<file path="config.mk">
export PLATFORM = sky130hd
export DESIGN_NAME = ctp_cfg_tap
export DESIGN_NICKNAME = d
export VERILOG_FILES = /design/src/ctp_pkg.sv /design/src/ctp_cfg_tap.sv
export SDC_FILE = /design/constraint.sdc
export NUM_CORES = 1
export LEC_CHECK = 0
export BUFFER_PORTS_ARGS = -buffer_cell sky130_fd_sc_hd__clkbuf_2
export CAP_MARGIN = 15
export CORE_MARGIN = 4
export CORE_UTILIZATION = 45
export DETAILED_ROUTE_END_ITERATION = 8
export PLACE_DENSITY = 0.65
export REMOVE_ABC_BUFFERS = 1
export SLEW_MARGIN = 30
export SYNTH_ARGS = -nofsm -noshare
export SYNTH_HDL_FRONTEND = slang
export SYNTH_HIERARCHICAL = 1
export SYNTH_SLANG_ARGS = --single-unit
</file>
<file path="constraint.sdc">
create_clock -name clk_i -period 8.9 [get_ports clk_i]
set_input_delay 1.78 -clock clk_i [delete_from_list [all_inputs] [get_ports clk_i]]
set_output_delay 1.78 -clock clk_i [all_outputs]
set_load 0.01 [all_outputs]
</file>
<file path="src/ctp_pkg.sv">
package ctp_pkg;
	// wishbone register byte offsets
	localparam logic [3:0] CTP_ADR_CTRL = 4'h0;
	localparam logic [3:0] CTP_ADR_STATUS = 4'h4;
	localparam logic [3:0] CTP_ADR_RXDATA = 4'h8;
	// control and status field positions
	localparam int CTP_CTRL_INITDONE_EN = 0;
	localparam int CTP_CTRL_USRCLK_EN = 1;
	localparam int CTP_CTRL_GOE_EN = 2;
	localparam int CTP_CTRL_GCLR_EN = 3;
	localparam int CTP_CTRL_AS_TRI = 4;
	localparam int CTP_STAT_OVF = 8;
	// reset values, counts and instruction codes
	localparam logic [4:0] CTP_CTRL_RST = 5'h00;
	localparam logic [7:0] CTP_INIT_CYCLES = 8'h10;
	localparam int CTP_FIFO_DEPTH = 8;
	localparam int CTP_DR_W = 8;
	localparam int CTP_IR_W = 4;
	localparam logic [3:0] CTP_IR_CAPTURE = 4'h1;
	localparam logic [3:0] CTP_IR_USERDATA = 4'h2;
	localparam logic [3:0] CTP_IR_BYPASS = 4'hF;
	// option bits as loaded with the first frame
	typedef struct packed {
		logic as_tri;
		logic gclr_en;
		logic goe_en;
		logic usrclk_en;
		logic initdone_en;
	} ctp_opt_t;
	// configuration progress
	typedef enum logic [1:0] {CTP_CFG_IDLE, CTP_CFG_LOAD, CTP_CFG_INIT, CTP_CFG_USER} ctp_cfg_t;
	// boundary-scan controller states
	typedef enum logic [3:0] {
		TAP_TLR, TAP_RTI, TAP_SEL_DR, TAP_CAP_DR, TAP_SH_DR, TAP_EX1_DR, TAP_PA_DR,
		TAP_EX2_DR, TAP_UPD_DR, TAP_SEL_IR, TAP_CAP_IR, TAP_SH_IR, TAP_EX1_IR,
		TAP_PA_IR, TAP_EX2_IR, TAP_UPD_IR
	} ctp_tap_t;
endpackage

</file>
<file path="src/ctp_cfg_tap.sv">
// Summary of operation
// - disabled optional pins float with weak pull-up while configuring
// - serial config pins high impedance in user mode
// - start-up clock times initialization when enabled
// - init-done floats while request low, early
// - init-done driven low after first frame
// - release init-done exactly when user mode starts
// - output-enable low forces all pins high impedance
// - clear input low holds all registers cleared
// - test data sampled on rising test clock
// - test data output changes on falling edge
// - test data output floats unless shifting
// - mode select sampled on rising test clock
// - controller moves on following falling edge
// - test clock clocks scan logic, both edges; here both edges are found by sampling it on the system clock
// - test reset low resets scan logic asynchronously; here it passes the synchroniser and acts on the system clock
`timescale 1ns/100ps
`default_nettype none

module ctp_fifo #(
	parameter int WIDTH = 8,
	parameter int DEPTH = 8
) (
	input wire logic clk_i,
	input wire logic rst_i,
	input wire logic ce_i,
	input wire logic [WIDTH-1:0] in_data_i,
	input wire logic in_valid_i,
	output logic in_ready_o,
	output logic [WIDTH-1:0] out_data_o,
	output logic out_valid_o,
	input wire logic out_ready_i
);
	localparam int AW = $clog2(DEPTH);
	logic [WIDTH-1:0] mem_ff [DEPTH];     // storage words
	logic [AW-1:0] wr_ff;                 // write pointer
	logic [AW-1:0] rd_ff;                 // read pointer
	logic [AW:0] cnt_ff;                  // fill level
	logic push;
	logic pop;
	assign in_ready_o = (cnt_ff != (AW+1)'(DEPTH));
	assign out_valid_o = (cnt_ff != '0);
	assign push = in_valid_i & in_ready_o;
	assign pop = out_valid_o & out_ready_i;
	assign out_data_o = mem_ff[rd_ff];
	// storage write
	always_ff @(posedge clk_i) begin
		if (ce_i && push) begin
			mem_ff[wr_ff] <= in_data_i;
		end
	end
	// pointers and level
	always_ff @(posedge clk_i) begin
		if (rst_i) begin
			wr_ff <= '0;
			rd_ff <= '0;
			cnt_ff <= '0;
		end else if (ce_i) begin
			if (push) begin
				wr_ff <= (wr_ff == AW'(DEPTH-1)) ? '0 : wr_ff + 1'b1;
			end
			if (pop) begin
				rd_ff <= (rd_ff == AW'(DEPTH-1)) ? '0 : rd_ff + 1'b1;
			end
			cnt_ff <= cnt_ff + (AW+1)'(push) - (AW+1)'(pop);
		end
	end
endmodule

module ctp_cfg_tap (
	input wire logic clk_i,
	input wire logic rst_i,
	input wire logic ce_i,
	// classic wishbone slave
	input wire logic wb_cyc_i,
	input wire logic wb_stb_i,
	input wire logic wb_we_i,
	input wire logic [3:0] wb_adr_i,
	input wire logic [3:0] wb_sel_i,
	input wire logic [31:0] wb_dat_i,
	output logic [31:0] wb_dat_o,
	output logic wb_ack_o,
	// configuration side
	input wire logic configuration_request_n_i,
	input wire logic cfg_first_frame_i,
	input wire logic cfg_load_done_i,
	input wire logic user_startup_clock_i,
	input wire logic global_output_enable_i,
	input wire logic global_register_clear_n_i,
	output logic init_done_o,
	output logic init_done_oe_o,
	output logic [3:0] opt_pin_pullup_o,
	output logic as_pins_hiz_o,
	output logic io_output_allow_o,
	output logic reg_clear_o,
	output logic user_mode_o,
	// test access port pins
	input wire logic tck_i,
	input wire logic tms_i,
	input wire logic tdi_i,
	input wire logic trst_n_i,
	output logic tdo_o,
	output logic tdo_oe_o
);
	import ctp_pkg::*;

	// two-stage synchronisers for every pin input
	logic [6:0] pin_raw;
	logic [6:0] sync1_ff;
	logic [6:0] sync2_ff;
	logic tck_d_ff;                      // previous synced test clock
	assign pin_raw = {tck_i, tms_i, tdi_i, trst_n_i, configuration_request_n_i,
		user_startup_clock_i, global_output_enable_i};
	always_ff @(posedge clk_i) begin
		if (rst_i) begin
			sync1_ff <= 7'h00;
			sync2_ff <= 7'h00;
		end else if (ce_i) begin
			sync1_ff <= pin_raw;
			sync2_ff <= sync1_ff;
		end
	end
	logic tck_s, tms_s, tdi_s, trst_n_s, cfg_req_n_s, usrclk_s, goe_s;
	assign {tck_s, tms_s, tdi_s, trst_n_s, cfg_req_n_s, usrclk_s, goe_s} = sync2_ff;

	// clear input also has its own synchroniser pair
	logic gclr1_ff;
	logic gclr2_ff;
	always_ff @(posedge clk_i) begin
		if (rst_i) begin
			gclr1_ff <= 1'b1;
			gclr2_ff <= 1'b1;
		end else if (ce_i) begin
			gclr1_ff <= global_register_clear_n_i;
			gclr2_ff <= gclr1_ff;
		end
	end

	// edge finder for test clock and start-up clock
	logic usr_d_ff;
	logic tck_rise, tck_fall, usr_rise;
	always_ff @(posedge clk_i) begin
		if (rst_i) begin
			tck_d_ff <= 1'b0;
			usr_d_ff <= 1'b0;
		end else if (ce_i) begin
			tck_d_ff <= tck_s;
			usr_d_ff <= usrclk_s;
		end
	end
	assign tck_rise = tck_s & ~tck_d_ff;
	assign tck_fall = ~tck_s & tck_d_ff;
	assign usr_rise = usrclk_s & ~usr_d_ff;

	// software control register and loaded options
	logic [4:0] ctrl_ff;                 // options written by software
	ctp_opt_t opt_ff;                    // options in force for this configuration
	logic ovf_ff;                        // scan word dropped, fifo full
	logic wb_req, wb_wr, wb_rd_data;
	assign wb_req = wb_cyc_i & wb_stb_i & ~wb_ack_o;
	assign wb_wr = wb_req & wb_we_i;
	assign wb_rd_data = wb_req & ~wb_we_i & (wb_adr_i == CTP_ADR_RXDATA);
	always_ff @(posedge clk_i) begin
		if (rst_i) begin
			ctrl_ff <= CTP_CTRL_RST;
		end else if (ce_i && wb_wr && wb_adr_i == CTP_ADR_CTRL && wb_sel_i[0]) begin
			ctrl_ff <= wb_dat_i[4:0];
		end
	end

	// configuration sequencer
	ctp_cfg_t cfg_ff;
	logic [7:0] init_cnt_ff;             // start-up or system clock ticks remaining
	logic init_tick;
	assign init_tick = opt_ff.usrclk_en ? usr_rise : 1'b1;
	always_ff @(posedge clk_i) begin
		if (rst_i) begin
			cfg_ff <= CTP_CFG_IDLE;
			opt_ff <= '0;
			init_cnt_ff <= 8'h00;
		end else if (ce_i) begin
			if (!cfg_req_n_s) begin
				// request low: start over, options gone
				cfg_ff <= CTP_CFG_IDLE;
				opt_ff <= '0;
			end else begin
				case (cfg_ff)
					CTP_CFG_IDLE: begin
						if (cfg_first_frame_i) begin
							opt_ff <= ctp_opt_t'(ctrl_ff);
							cfg_ff <= CTP_CFG_LOAD;
						end
					end
					CTP_CFG_LOAD: begin
						if (cfg_load_done_i) begin
							init_cnt_ff <= CTP_INIT_CYCLES;
							cfg_ff <= CTP_CFG_INIT;
						end
					end
					CTP_CFG_INIT: begin
						if (init_tick) begin
							init_cnt_ff <= init_cnt_ff - 8'h01;
							if (init_cnt_ff == 8'h01) begin
								cfg_ff <= CTP_CFG_USER;
							end
						end
					end
					CTP_CFG_USER: begin
						cfg_ff <= CTP_CFG_USER;
					end
					default: begin
						cfg_ff <= CTP_CFG_IDLE;
					end
				endcase
			end
		end
	end
	logic in_cfg;
	assign in_cfg = (cfg_ff != CTP_CFG_USER);
	assign user_mode_o = ~in_cfg;
	// open-drain status: driven low from first frame until user mode
	assign init_done_o = 1'b0;
	assign init_done_oe_o = opt_ff.initdone_en &
		(cfg_ff == CTP_CFG_LOAD || cfg_ff == CTP_CFG_INIT);
	// disabled optional pins: user pins, pulled up while configuring
	assign opt_pin_pullup_o = {4{in_cfg}} & ~{opt_ff.gclr_en, opt_ff.goe_en,
		opt_ff.initdone_en, opt_ff.usrclk_en};
	assign as_pins_hiz_o = user_mode_o & opt_ff.as_tri;
	assign io_output_allow_o = ~(opt_ff.goe_en & ~goe_s);
	assign reg_clear_o = opt_ff.gclr_en & ~gclr2_ff;

	// test access port controller
	ctp_tap_t tap_ff;
	logic tms_l_ff;                      // mode select caught at rising edge
	logic [CTP_IR_W-1:0] ir_sh_ff;       // instruction shift register
	logic [CTP_IR_W-1:0] ir_ff;          // current instruction
	logic [CTP_DR_W-1:0] dr_sh_ff;       // user data shift register
	logic byp_ff;                        // bypass bit
	logic tdo_ff, tdo_oe_ff;
	ctp_tap_t nxt_tap; // state taken at the coming fall
	logic tap_rst;
	logic fifo_in_ready;
	logic fifo_out_valid;
	logic [CTP_DR_W-1:0] fifo_out_data;
	logic push_req;
	assign tap_rst = rst_i | ~trst_n_s;

	// standard controller transition
	function automatic ctp_tap_t tap_next(input ctp_tap_t s, input logic m);
		case (s)
			TAP_TLR: tap_next = m ? TAP_TLR : TAP_RTI;
			TAP_RTI: tap_next = m ? TAP_SEL_DR : TAP_RTI;
			TAP_SEL_DR: tap_next = m ? TAP_SEL_IR : TAP_CAP_DR;
			TAP_CAP_DR: tap_next = m ? TAP_EX1_DR : TAP_SH_DR;
			TAP_SH_DR: tap_next = m ? TAP_EX1_DR : TAP_SH_DR;
			TAP_EX1_DR: tap_next = m ? TAP_UPD_DR : TAP_PA_DR;
			TAP_PA_DR: tap_next = m ? TAP_EX2_DR : TAP_PA_DR;
			TAP_EX2_DR: tap_next = m ? TAP_UPD_DR : TAP_SH_DR;
			TAP_UPD_DR: tap_next = m ? TAP_SEL_DR : TAP_RTI;
			TAP_SEL_IR: tap_next = m ? TAP_TLR : TAP_CAP_IR;
			TAP_CAP_IR: tap_next = m ? TAP_EX1_IR : TAP_SH_IR;
			TAP_SH_IR: tap_next = m ? TAP_EX1_IR : TAP_SH_IR;
			TAP_EX1_IR: tap_next = m ? TAP_UPD_IR : TAP_PA_IR;
			TAP_PA_IR: tap_next = m ? TAP_EX2_IR : TAP_PA_IR;
			TAP_EX2_IR: tap_next = m ? TAP_UPD_IR : TAP_SH_IR;
			TAP_UPD_IR: tap_next = m ? TAP_SEL_DR : TAP_RTI;
			default: tap_next = TAP_TLR;
		endcase
	endfunction
	// output enable and bit follow the state being entered, not the one left
	assign nxt_tap = tap_next(tap_ff, tms_l_ff);

	// rising test clock: sample mode select and shift data in
	always_ff @(posedge clk_i) begin
		if (tap_rst) begin
			tms_l_ff <= 1'b1;
			ir_sh_ff <= '0;
			dr_sh_ff <= '0;
			byp_ff <= 1'b0;
		end else if (ce_i && tck_rise) begin
			tms_l_ff <= tms_s;
			case (tap_ff)
				TAP_CAP_IR: ir_sh_ff <= CTP_IR_CAPTURE;
				TAP_SH_IR: ir_sh_ff <= {tdi_s, ir_sh_ff[CTP_IR_W-1:1]};
				TAP_CAP_DR: begin
					dr_sh_ff <= {5'h00, ovf_ff, cfg_ff};
					byp_ff <= 1'b0;
				end
				TAP_SH_DR: begin
					dr_sh_ff <= {tdi_s, dr_sh_ff[CTP_DR_W-1:1]};
					byp_ff <= tdi_s;
				end
				default: begin
					byp_ff <= byp_ff;
				end
			endcase
		end
	end

	// falling test clock: state change, instruction update, output bit
	always_ff @(posedge clk_i) begin
		if (tap_rst) begin
			tap_ff <= TAP_TLR;
			ir_ff <= CTP_IR_BYPASS;
			tdo_ff <= 1'b0;
			tdo_oe_ff <= 1'b0;
		end else if (ce_i && tck_fall) begin
			tap_ff <= nxt_tap;
			if (tap_ff == TAP_UPD_IR) begin
				ir_ff <= ir_sh_ff;
			end
			// first bit out on the fall into shift, float on the fall out of it
			tdo_oe_ff <= (nxt_tap == TAP_SH_DR) || (nxt_tap == TAP_SH_IR);
			if (nxt_tap == TAP_SH_IR) begin
				tdo_ff <= ir_sh_ff[0];
			end else if (ir_ff == CTP_IR_USERDATA || ir_ff == CTP_IR_CAPTURE) begin
				tdo_ff <= dr_sh_ff[0];
			end else begin
				tdo_ff <= byp_ff;
			end
		end
	end
	assign tdo_o = tdo_ff;
	assign tdo_oe_o = tdo_oe_ff;

	// user data word leaves on the fall out of update-dr
	assign push_req = ce_i & tck_fall & (tap_ff == TAP_UPD_DR) & (ir_ff == CTP_IR_USERDATA);

	ctp_fifo #(
		.WIDTH(CTP_DR_W),
		.DEPTH(CTP_FIFO_DEPTH)
	) u_fifo (
		.clk_i(clk_i),
		.rst_i(rst_i),
		.ce_i(ce_i),
		.in_data_i(dr_sh_ff),
		.in_valid_i(push_req),
		.in_ready_o(fifo_in_ready),
		.out_data_o(fifo_out_data),
		.out_valid_o(fifo_out_valid),
		.out_ready_i(wb_rd_data)
	);

	// overflow flag: a full fifo drops the word; set wins over clear
	always_ff @(posedge clk_i) begin
		if (rst_i) begin
			ovf_ff <= 1'b0;
		end else if (ce_i) begin
			if (push_req && !fifo_in_ready) begin
				ovf_ff <= 1'b1;
			end else if (wb_wr && wb_adr_i == CTP_ADR_STATUS && wb_sel_i[1] &&
				wb_dat_i[CTP_STAT_OVF]) begin
				ovf_ff <= 1'b0;
			end
		end
	end

	// wishbone answer: ack one cycle after the request, read data registered
	logic [31:0] rd_mux;
	always_comb begin
		rd_mux = 32'h0000_0000;
		case (wb_adr_i)
			CTP_ADR_CTRL: rd_mux = {27'h0, ctrl_ff};
			CTP_ADR_STATUS: rd_mux = {16'h0, 3'h0, fifo_in_ready, tap_ff, ovf_ff,
				fifo_out_valid, 1'b0, init_done_oe_o, opt_ff.usrclk_en, user_mode_o,
				cfg_ff};
			CTP_ADR_RXDATA: rd_mux = {23'h0, fifo_out_valid, fifo_out_data};
			default: rd_mux = 32'h0000_0000;
		endcase
	end
	always_ff @(posedge clk_i) begin
		if (rst_i) begin
			wb_ack_o <= 1'b0;
			wb_dat_o <= 32'h0000_0000;
		end else if (ce_i) begin
			wb_ack_o <= wb_req;
			if (wb_req && !wb_we_i) begin
				wb_dat_o <= rd_mux;
			end
		end
	end
endmodule

`default_nettype wire

</file>
# [Word level (Yosys, flattened, before mapping)]
# Memories as Yosys holds them, arrays and structs flattened. A register that Yosys moved wholly into a read port is not among the register bits.
# Cells that the tools add are included.
[classes] n_addsub=5 n_eq_ne=37 muxes=40 n_bitwise=30 n_reduce_logical=37
[ops] op="case mux 4 bit (12 select lines)" count=1
[ops] op="== test 4 bit, second input constant" count=10
[ops] op="case mux 13 bit (3 select lines)" count=1
[ops] op="case mux 8 bit (2 select lines)" count=2
[ops] op="== test 4 x 3 -> 1 bit, second input constant" count=6
[ops] op="two-way mux 3 bit" count=6
[ops] op="AND 1 bit" count=17
[ops] op="two-way mux 2 bit" count=8
[ops] op="two-way mux 4 bit" count=4
[ops] op="two-way mux 8 bit" count=2
[ops] op="two-way mux 5 bit" count=3
[ops] op="AND reduction 2 bit" count=7
[ops] op="== test 4 x 2 -> 1 bit, second input constant" count=3
[ops] op="!= test 3 bit, second input constant" count=4
[ops] op="logical AND 1 bit" count=11
[ops] op="two-way mux 1 bit" count=10
[ops] op="inverter 1 bit" count=10
[ops] op="AND reduction 5 bit" count=2
[ops] op="== test 4 x 1 -> 1 bit, second input constant" count=2
[ops] op="== test 8 x 1 -> 1 bit, second input constant" count=1
[ops] op="zero test 4 bit" count=2
[ops] op="!= test 2 bit, second input constant" count=4
[ops] op="case mux 2 bit (4 select lines)" count=1
[ops] op="case mux 4 bit (2 select lines)" count=1
[ops] op="21 further kinds" count=31
[totals] regBits=106 ramBits=64 input_bits=56 word_cells=178 n_memories=1
[mem_list] name="u_fifo.mem_ff" words=8 width=8 rd=1 rd_clocked_by_memory_dff=1 write_ports=1 line="ctp_cfg_tap.sv:35" rtl="logic [WIDTH-1:0] mem_ff [DEPTH];"

# [Logic depth before layout (Yosys ltp)]
[logic_depth] depth_word=9 mapped_depth=11 mapped_depth_nobuf=11

# [By module]
# Netlist, hierarchy kept.
[modules_own_cells] mod="ctp_cfg_tap" instances=1 cells_per_inst=431 area_per_inst_um2=3774.9 seq_area_each_um2=1521.5
[modules_own_cells] mod="ctp_fifo" instances=1 cells_per_inst=177 area_per_inst_um2=3200.6 seq_area_each_um2=2182.1

# [Worst setup path after synthesis]
# OpenSTA, ideal clock, no wires.
[synth_timing] path_type="input to register" from="in wb_adr_i[1]" to="reg u_fifo.cnt_ff[2]" t_arrival_ps=3995 required_time_ps=8814 path_slack_ps=4820 path_stages=11 n_path_buf=1 cell_sequence="nor3_1 clkbuf_1 nand2_1 nor4_1 and2_1 ha_1 inv_1 ha_1 fa_1 xnor2_1 a211oi_1"
[synth_via] elab_chain_len=4
[synth_rtl] element="start: declaration" line="ctp_cfg_tap.sv:78" rtl="input wire logic [3:0] wb_adr_i,"
[synth_rtl] element="== test 4 bit" line="ctp_cfg_tap.sv:162" rtl="assign wb_rd_data = wb_req & ~wb_we_i & (wb_adr_i == CTP_ADR_RXDATA);"
[synth_rtl] element="AND 1 bit" line="ctp_cfg_tap.sv:162"
[synth_rtl] element="via wb_rd_data" line="ctp_cfg_tap.sv:159" rtl="logic wb_req, wb_wr, wb_rd_data;"
[synth_rtl] element="AND 1 bit" line="ctp_cfg_tap.sv:44" rtl="assign pop = out_valid_o & out_ready_i;"
[synth_rtl] element="subtractor 4 x 1 -> 4 bit" line="ctp_cfg_tap.sv:65" rtl="cnt_ff <= cnt_ff + (AW+1)'(push) - (AW+1)'(pop);"
[synth_rtl] element="end signal: assignment" line="ctp_cfg_tap.sv:65"
[synth_rtl] element="end: declaration" line="ctp_cfg_tap.sv:38" rtl="logic [AW:0] cnt_ff;"
# The timed path passes the listed nets, and every way through them passes these cells.
# A chain may end at the register's enable or synchronous reset.

# [Worst setup path in the final report]
[layout_timing] from="in ce_i" to="reg u_fifo.cnt_ff[2]"
[layout_via] elab_chain_len=6
[layout_rtl] element="start: declaration" line="ctp_cfg_tap.sv:73" rtl="input wire logic ce_i,"
[layout_rtl] element="AND 1 bit (3 in a row)" line="ctp_cfg_tap.sv:327" rtl="assign push_req = ce_i & tck_fall & (tap_ff == TAP_UPD_DR) & (ir_ff == CTP_IR_USERDATA);"
[layout_rtl] element="via push_req" line="ctp_cfg_tap.sv:245" rtl="logic push_req;"
[layout_rtl] element="AND 1 bit" line="ctp_cfg_tap.sv:43" rtl="assign push = in_valid_i & in_ready_o;"
[layout_rtl] element="adder 4 x 1 -> 4 bit" line="ctp_cfg_tap.sv:65"
[layout_rtl] element="subtractor 4 x 1 -> 4 bit" line="ctp_cfg_tap.sv:65"
# The timed path passes the listed nets, and every way through them passes these cells.

==> flow_summary.yaml <==
outcome:
  status: "completed"
worst_setup_path:
  reg2reg_from: "tap_ff[3]"
  required_ns: 9.23
  start_kind: "input port"
  crit_path_end_kind: "flop"
  cp-startpoint: "ce_i"
  crit_top_cell: "ha_1"
  crit_arrival_ns: 4.62
  path_class: "input port to flop"
  rr_worst_depth: 9
  cp-endpoint: "u_fifo/cnt_ff[2]"
  reg2reg_setup_slack_ns: 5.90
  worstPathMaxFanout: 51
  cp_slowest_cell: "buf_4"
  r2r_end: "u_fifo/cnt_ff[2]"
  max_stage_delay_ns: 0.50
  cp_cell_sequence: "clkbuf_2 > buf_4 > and3b_1 > and4_1 > nand2_1 > ha_1 > inv_1 > ha_1 > fa_1 > xnor2_1 > a211oi_1"
timing:
  setup-violations-final: 0
  fin_skew_ns: 0.00583
  rsz0062_at_grt: "false"
  hold_violations: 0
  max-slew-margin-rel: 0.372
  drv_slew: 0
  worst_slew_pin_slew_ns: 0.941
  fmax_mhz: 233
  fin_tns_setup_ns: 0
  period_needed_ns: 4.29
  period_share: 0.482
layout:
  diodes: 0
  final_area_um2: 7830
  final_nets: 724
  final_layout_size_suffix_gt1_frac: 0.170
  nFillCells: 1308
  stdcell_count: 852
  synthToLayoutAreaGrowth_pct: 12.3
clocking:
  root_buffer: "clkbuf_16"
  cts_resized: 0
  cts_hold_repair.buffers: 0
  clock_path_buffers: 2
  clk_pin_slew_ns: 0.06
  clock_latency_ns: 0.42
  post_cts_buffers: 0
  cts_tree: "built"
  numCtsBuffers: 17
  htreeDepth: 4
  cts_sinks: 153
drt:
  first_pass_iters: 4
  postRouteAntennaNets: 0
  vias: 4774
  via_per_inst: 5.60
  drc: 0
  routed_wl_mm: 14.6
  drt-wirelength-per-cell_um: 17.2
  drtIter0Drc: 382
yosys:
  ys_types: 73
  yosysMostFrequentCell: "dfxtp_1"
  synth_edf_count: 64
  synth_common_cells: "dfxtp_1, edfxtp_1, nor2_1, a21oi_1, nand2_1"
  synth_top_flop_cell: "dfxtp_1"
  synth_seq_area_share: 0.531
  postSynth.asyncResetShare: 0
  ys_ff_latch: 153
  synth_largest_area_cell: "edfxtp_1"
  synth_top_area_frac: 0.276
  synth_area_um2: 6980
  yosysWarnings: 6
  synth_area_per_cell_um2: 11.5
  synth_area_leaders: "edfxtp_1, dfxtp_1, mux4_1"
  synthCells: 608
place:
  gp_congestion: 0.756
  dp_hpwl_mm: 9.93
  postPlaceCellArea_um2: 7280
  dp_cells: 820
  portBuffers: 52
job:
  cap_violations: 0
power_and_ir_drop:
  seqPwrFrac: 0.506
  swShare: 0.205
  power.density_nw_per_um2: 185
  p_sw_mw: 0.298
  p_comb_frac: 0.035
  clockPowerShare: 0.459
  internal_power_mw: 1.15
  vdd_drop_max_uv: 138
  total_power_mw: 1.45
  p_leak_nw: 2.88
floorplanning:
  die_x_um: 133
  core-area_um2: 15200
  num_rows: 45
  pin_count: 101
  die_y_um: 133
  start_util: 0.459
  die_area_um2: 17600
grt:
  grt_pass1_wl_mm: 23.4
  antenna_found_initial: 0
  overflow: 0
  grt_max_degree: 62
  first_global_vias: 4561
  grt.total_usage: 0.169
hold_path:
  hp-class: "flop to flop"
## state kept, by name, summed over array words and instances (netlist names), 3 cells and up, named ones only
| name | flops |
|---|---|
| sync1_ff | 7 |
| u_fifo/mem_ff | 64 |
| sync2_ff | 7 |
| u_fifo/rd_ff | 3 |
| tap_ff | 4 |
| ir_ff | 4 |
| u_fifo/wr_ff | 3 |
| wb_dat_o | 13 |
| opt_ff | 5 |
| dr_sh_ff | 8 |
| ctrl_ff | 5 |
| u_fifo/cnt_ff | 4 |
| init_cnt_ff | 8 |
| ir_sh_ff | 4 |
## cells by family after synthesis
| group | count (synthesis) | synth area share |
|---|---|---|
| fa+ha+maj | 17 | 0.0316 |
| mux | 60 | 0.125 |
| other cells | 1 | 0.000538 |
| buf+inv | 74 | 0.0576 |
| simple gates | 184 | 0.141 |
| flops | 153 | 0.531 |
| xor+xnor | 2 | 0.00251 |
| compound gates | 117 | 0.111 |
## per-stage QoR
stage	setup WS [ns]	util	hold WS, ns
after global placement	4.23	0.479	0.436
after detailed placement	4.11	0.479	0.451
final	4.61	0.515	0.462
after global routing	4.44	0.515	0.475
after floorplan	4.63	-	0.421
after CTS	4.57	0.515	0.459
## critical path, delay by kind of cell
family | cells | cell delay [ns]
xor+xnor | 1 | 0.15
fa+ha+maj | 3 | 0.89
compound gates | 1 | 0.23
buf+inv | 3 | 0.62
simple gates | 3 | 0.91
## power groups by stage
stage | logic [mW] | registers (mW) | clock network (mW)
after floorplan | 0.0256 | 0.750 | 0
after global placement | 0.0486 | 0.750 | 0
after detailed placement | 0.0500 | 0.750 | 0
after CTS | 0.0505 | 0.735 | 0.684
after global routing | 0.0559 | 0.735 | 0.717
final | 0.0505 | 0.735 | 0.667
## layout make-up
| type | count | area [um^2] | area share |
|---|---|---|---|
| clock buffer | 20 | 437 | 0.0558 |
| clock inverter | 12 | 108 | 0.0137 |
| inverter | 17 | 63.8 | 0.00815 |
| multi-input combinational | 400 | 2950 | 0.376 |
| sequential | 153 | 3700 | 0.473 |
| tap | 188 | 235 | 0.0300 |
| timing repair buffer | 62 | 335 | 0.0428 |
## placed cells by master (no fill, tap or decap), types with 4 or more instances in the layout
master,netlist,layout
clkbuf_16,0,17
a21oi_1,40,40
nor2b_1,9,9
clkinv_1,0,4
nand3_1,14,14
ha_1,16,16
nand3b_1,4,4
nand2b_1,10,10
a211oi_1,14,14
nor3b_1,4,4
or4_1,5,5
clkbuf_2,0,52
or3_1,7,7
mux2i_1,30,30
nor2_1,60,60
conb_1,1,20
a22oi_1,10,10
o31ai_1,4,4
nand4_1,11,11
buf_4,20,10
edfxtp_1,64,64
o21ai_0,19,19
nand2_1,31,31
dfxtp_1,89,89
nor3_1,5,5
mux2_2,14,14
mux4_1,15,15
inv_1,17,17
clkinv_2,0,5
## metal layers
metal | global-route usage | routed length (um) | vias to the layer above
met4 | 0.0502 | 163 | 0
li1 | - | - | 2321
met2 | 0.280 | 7330 | 110
met3 | 0.0498 | 777 | 13
met1 | 0.214 | 6360 | 2330
met5 | 0 | 0 | -
## worst min path at each step
stage / start / end / cells past startpoint
3_5_place_dp: opt_ff[4] / opt_ff[4] / 2
6_report: opt_ff[4] / opt_ff[4] / 2
2_1_floorplan: opt_ff[4] / opt_ff[4] / 2
5_1_grt: opt_ff[4] / opt_ff[4] / 2
4_1_cts: opt_ff[4] / opt_ff[4] / 2
3_3_place_gp: gclr1_ff / gclr2_ff / 1
No activity file was read; power rests on OpenSTA's default activity.
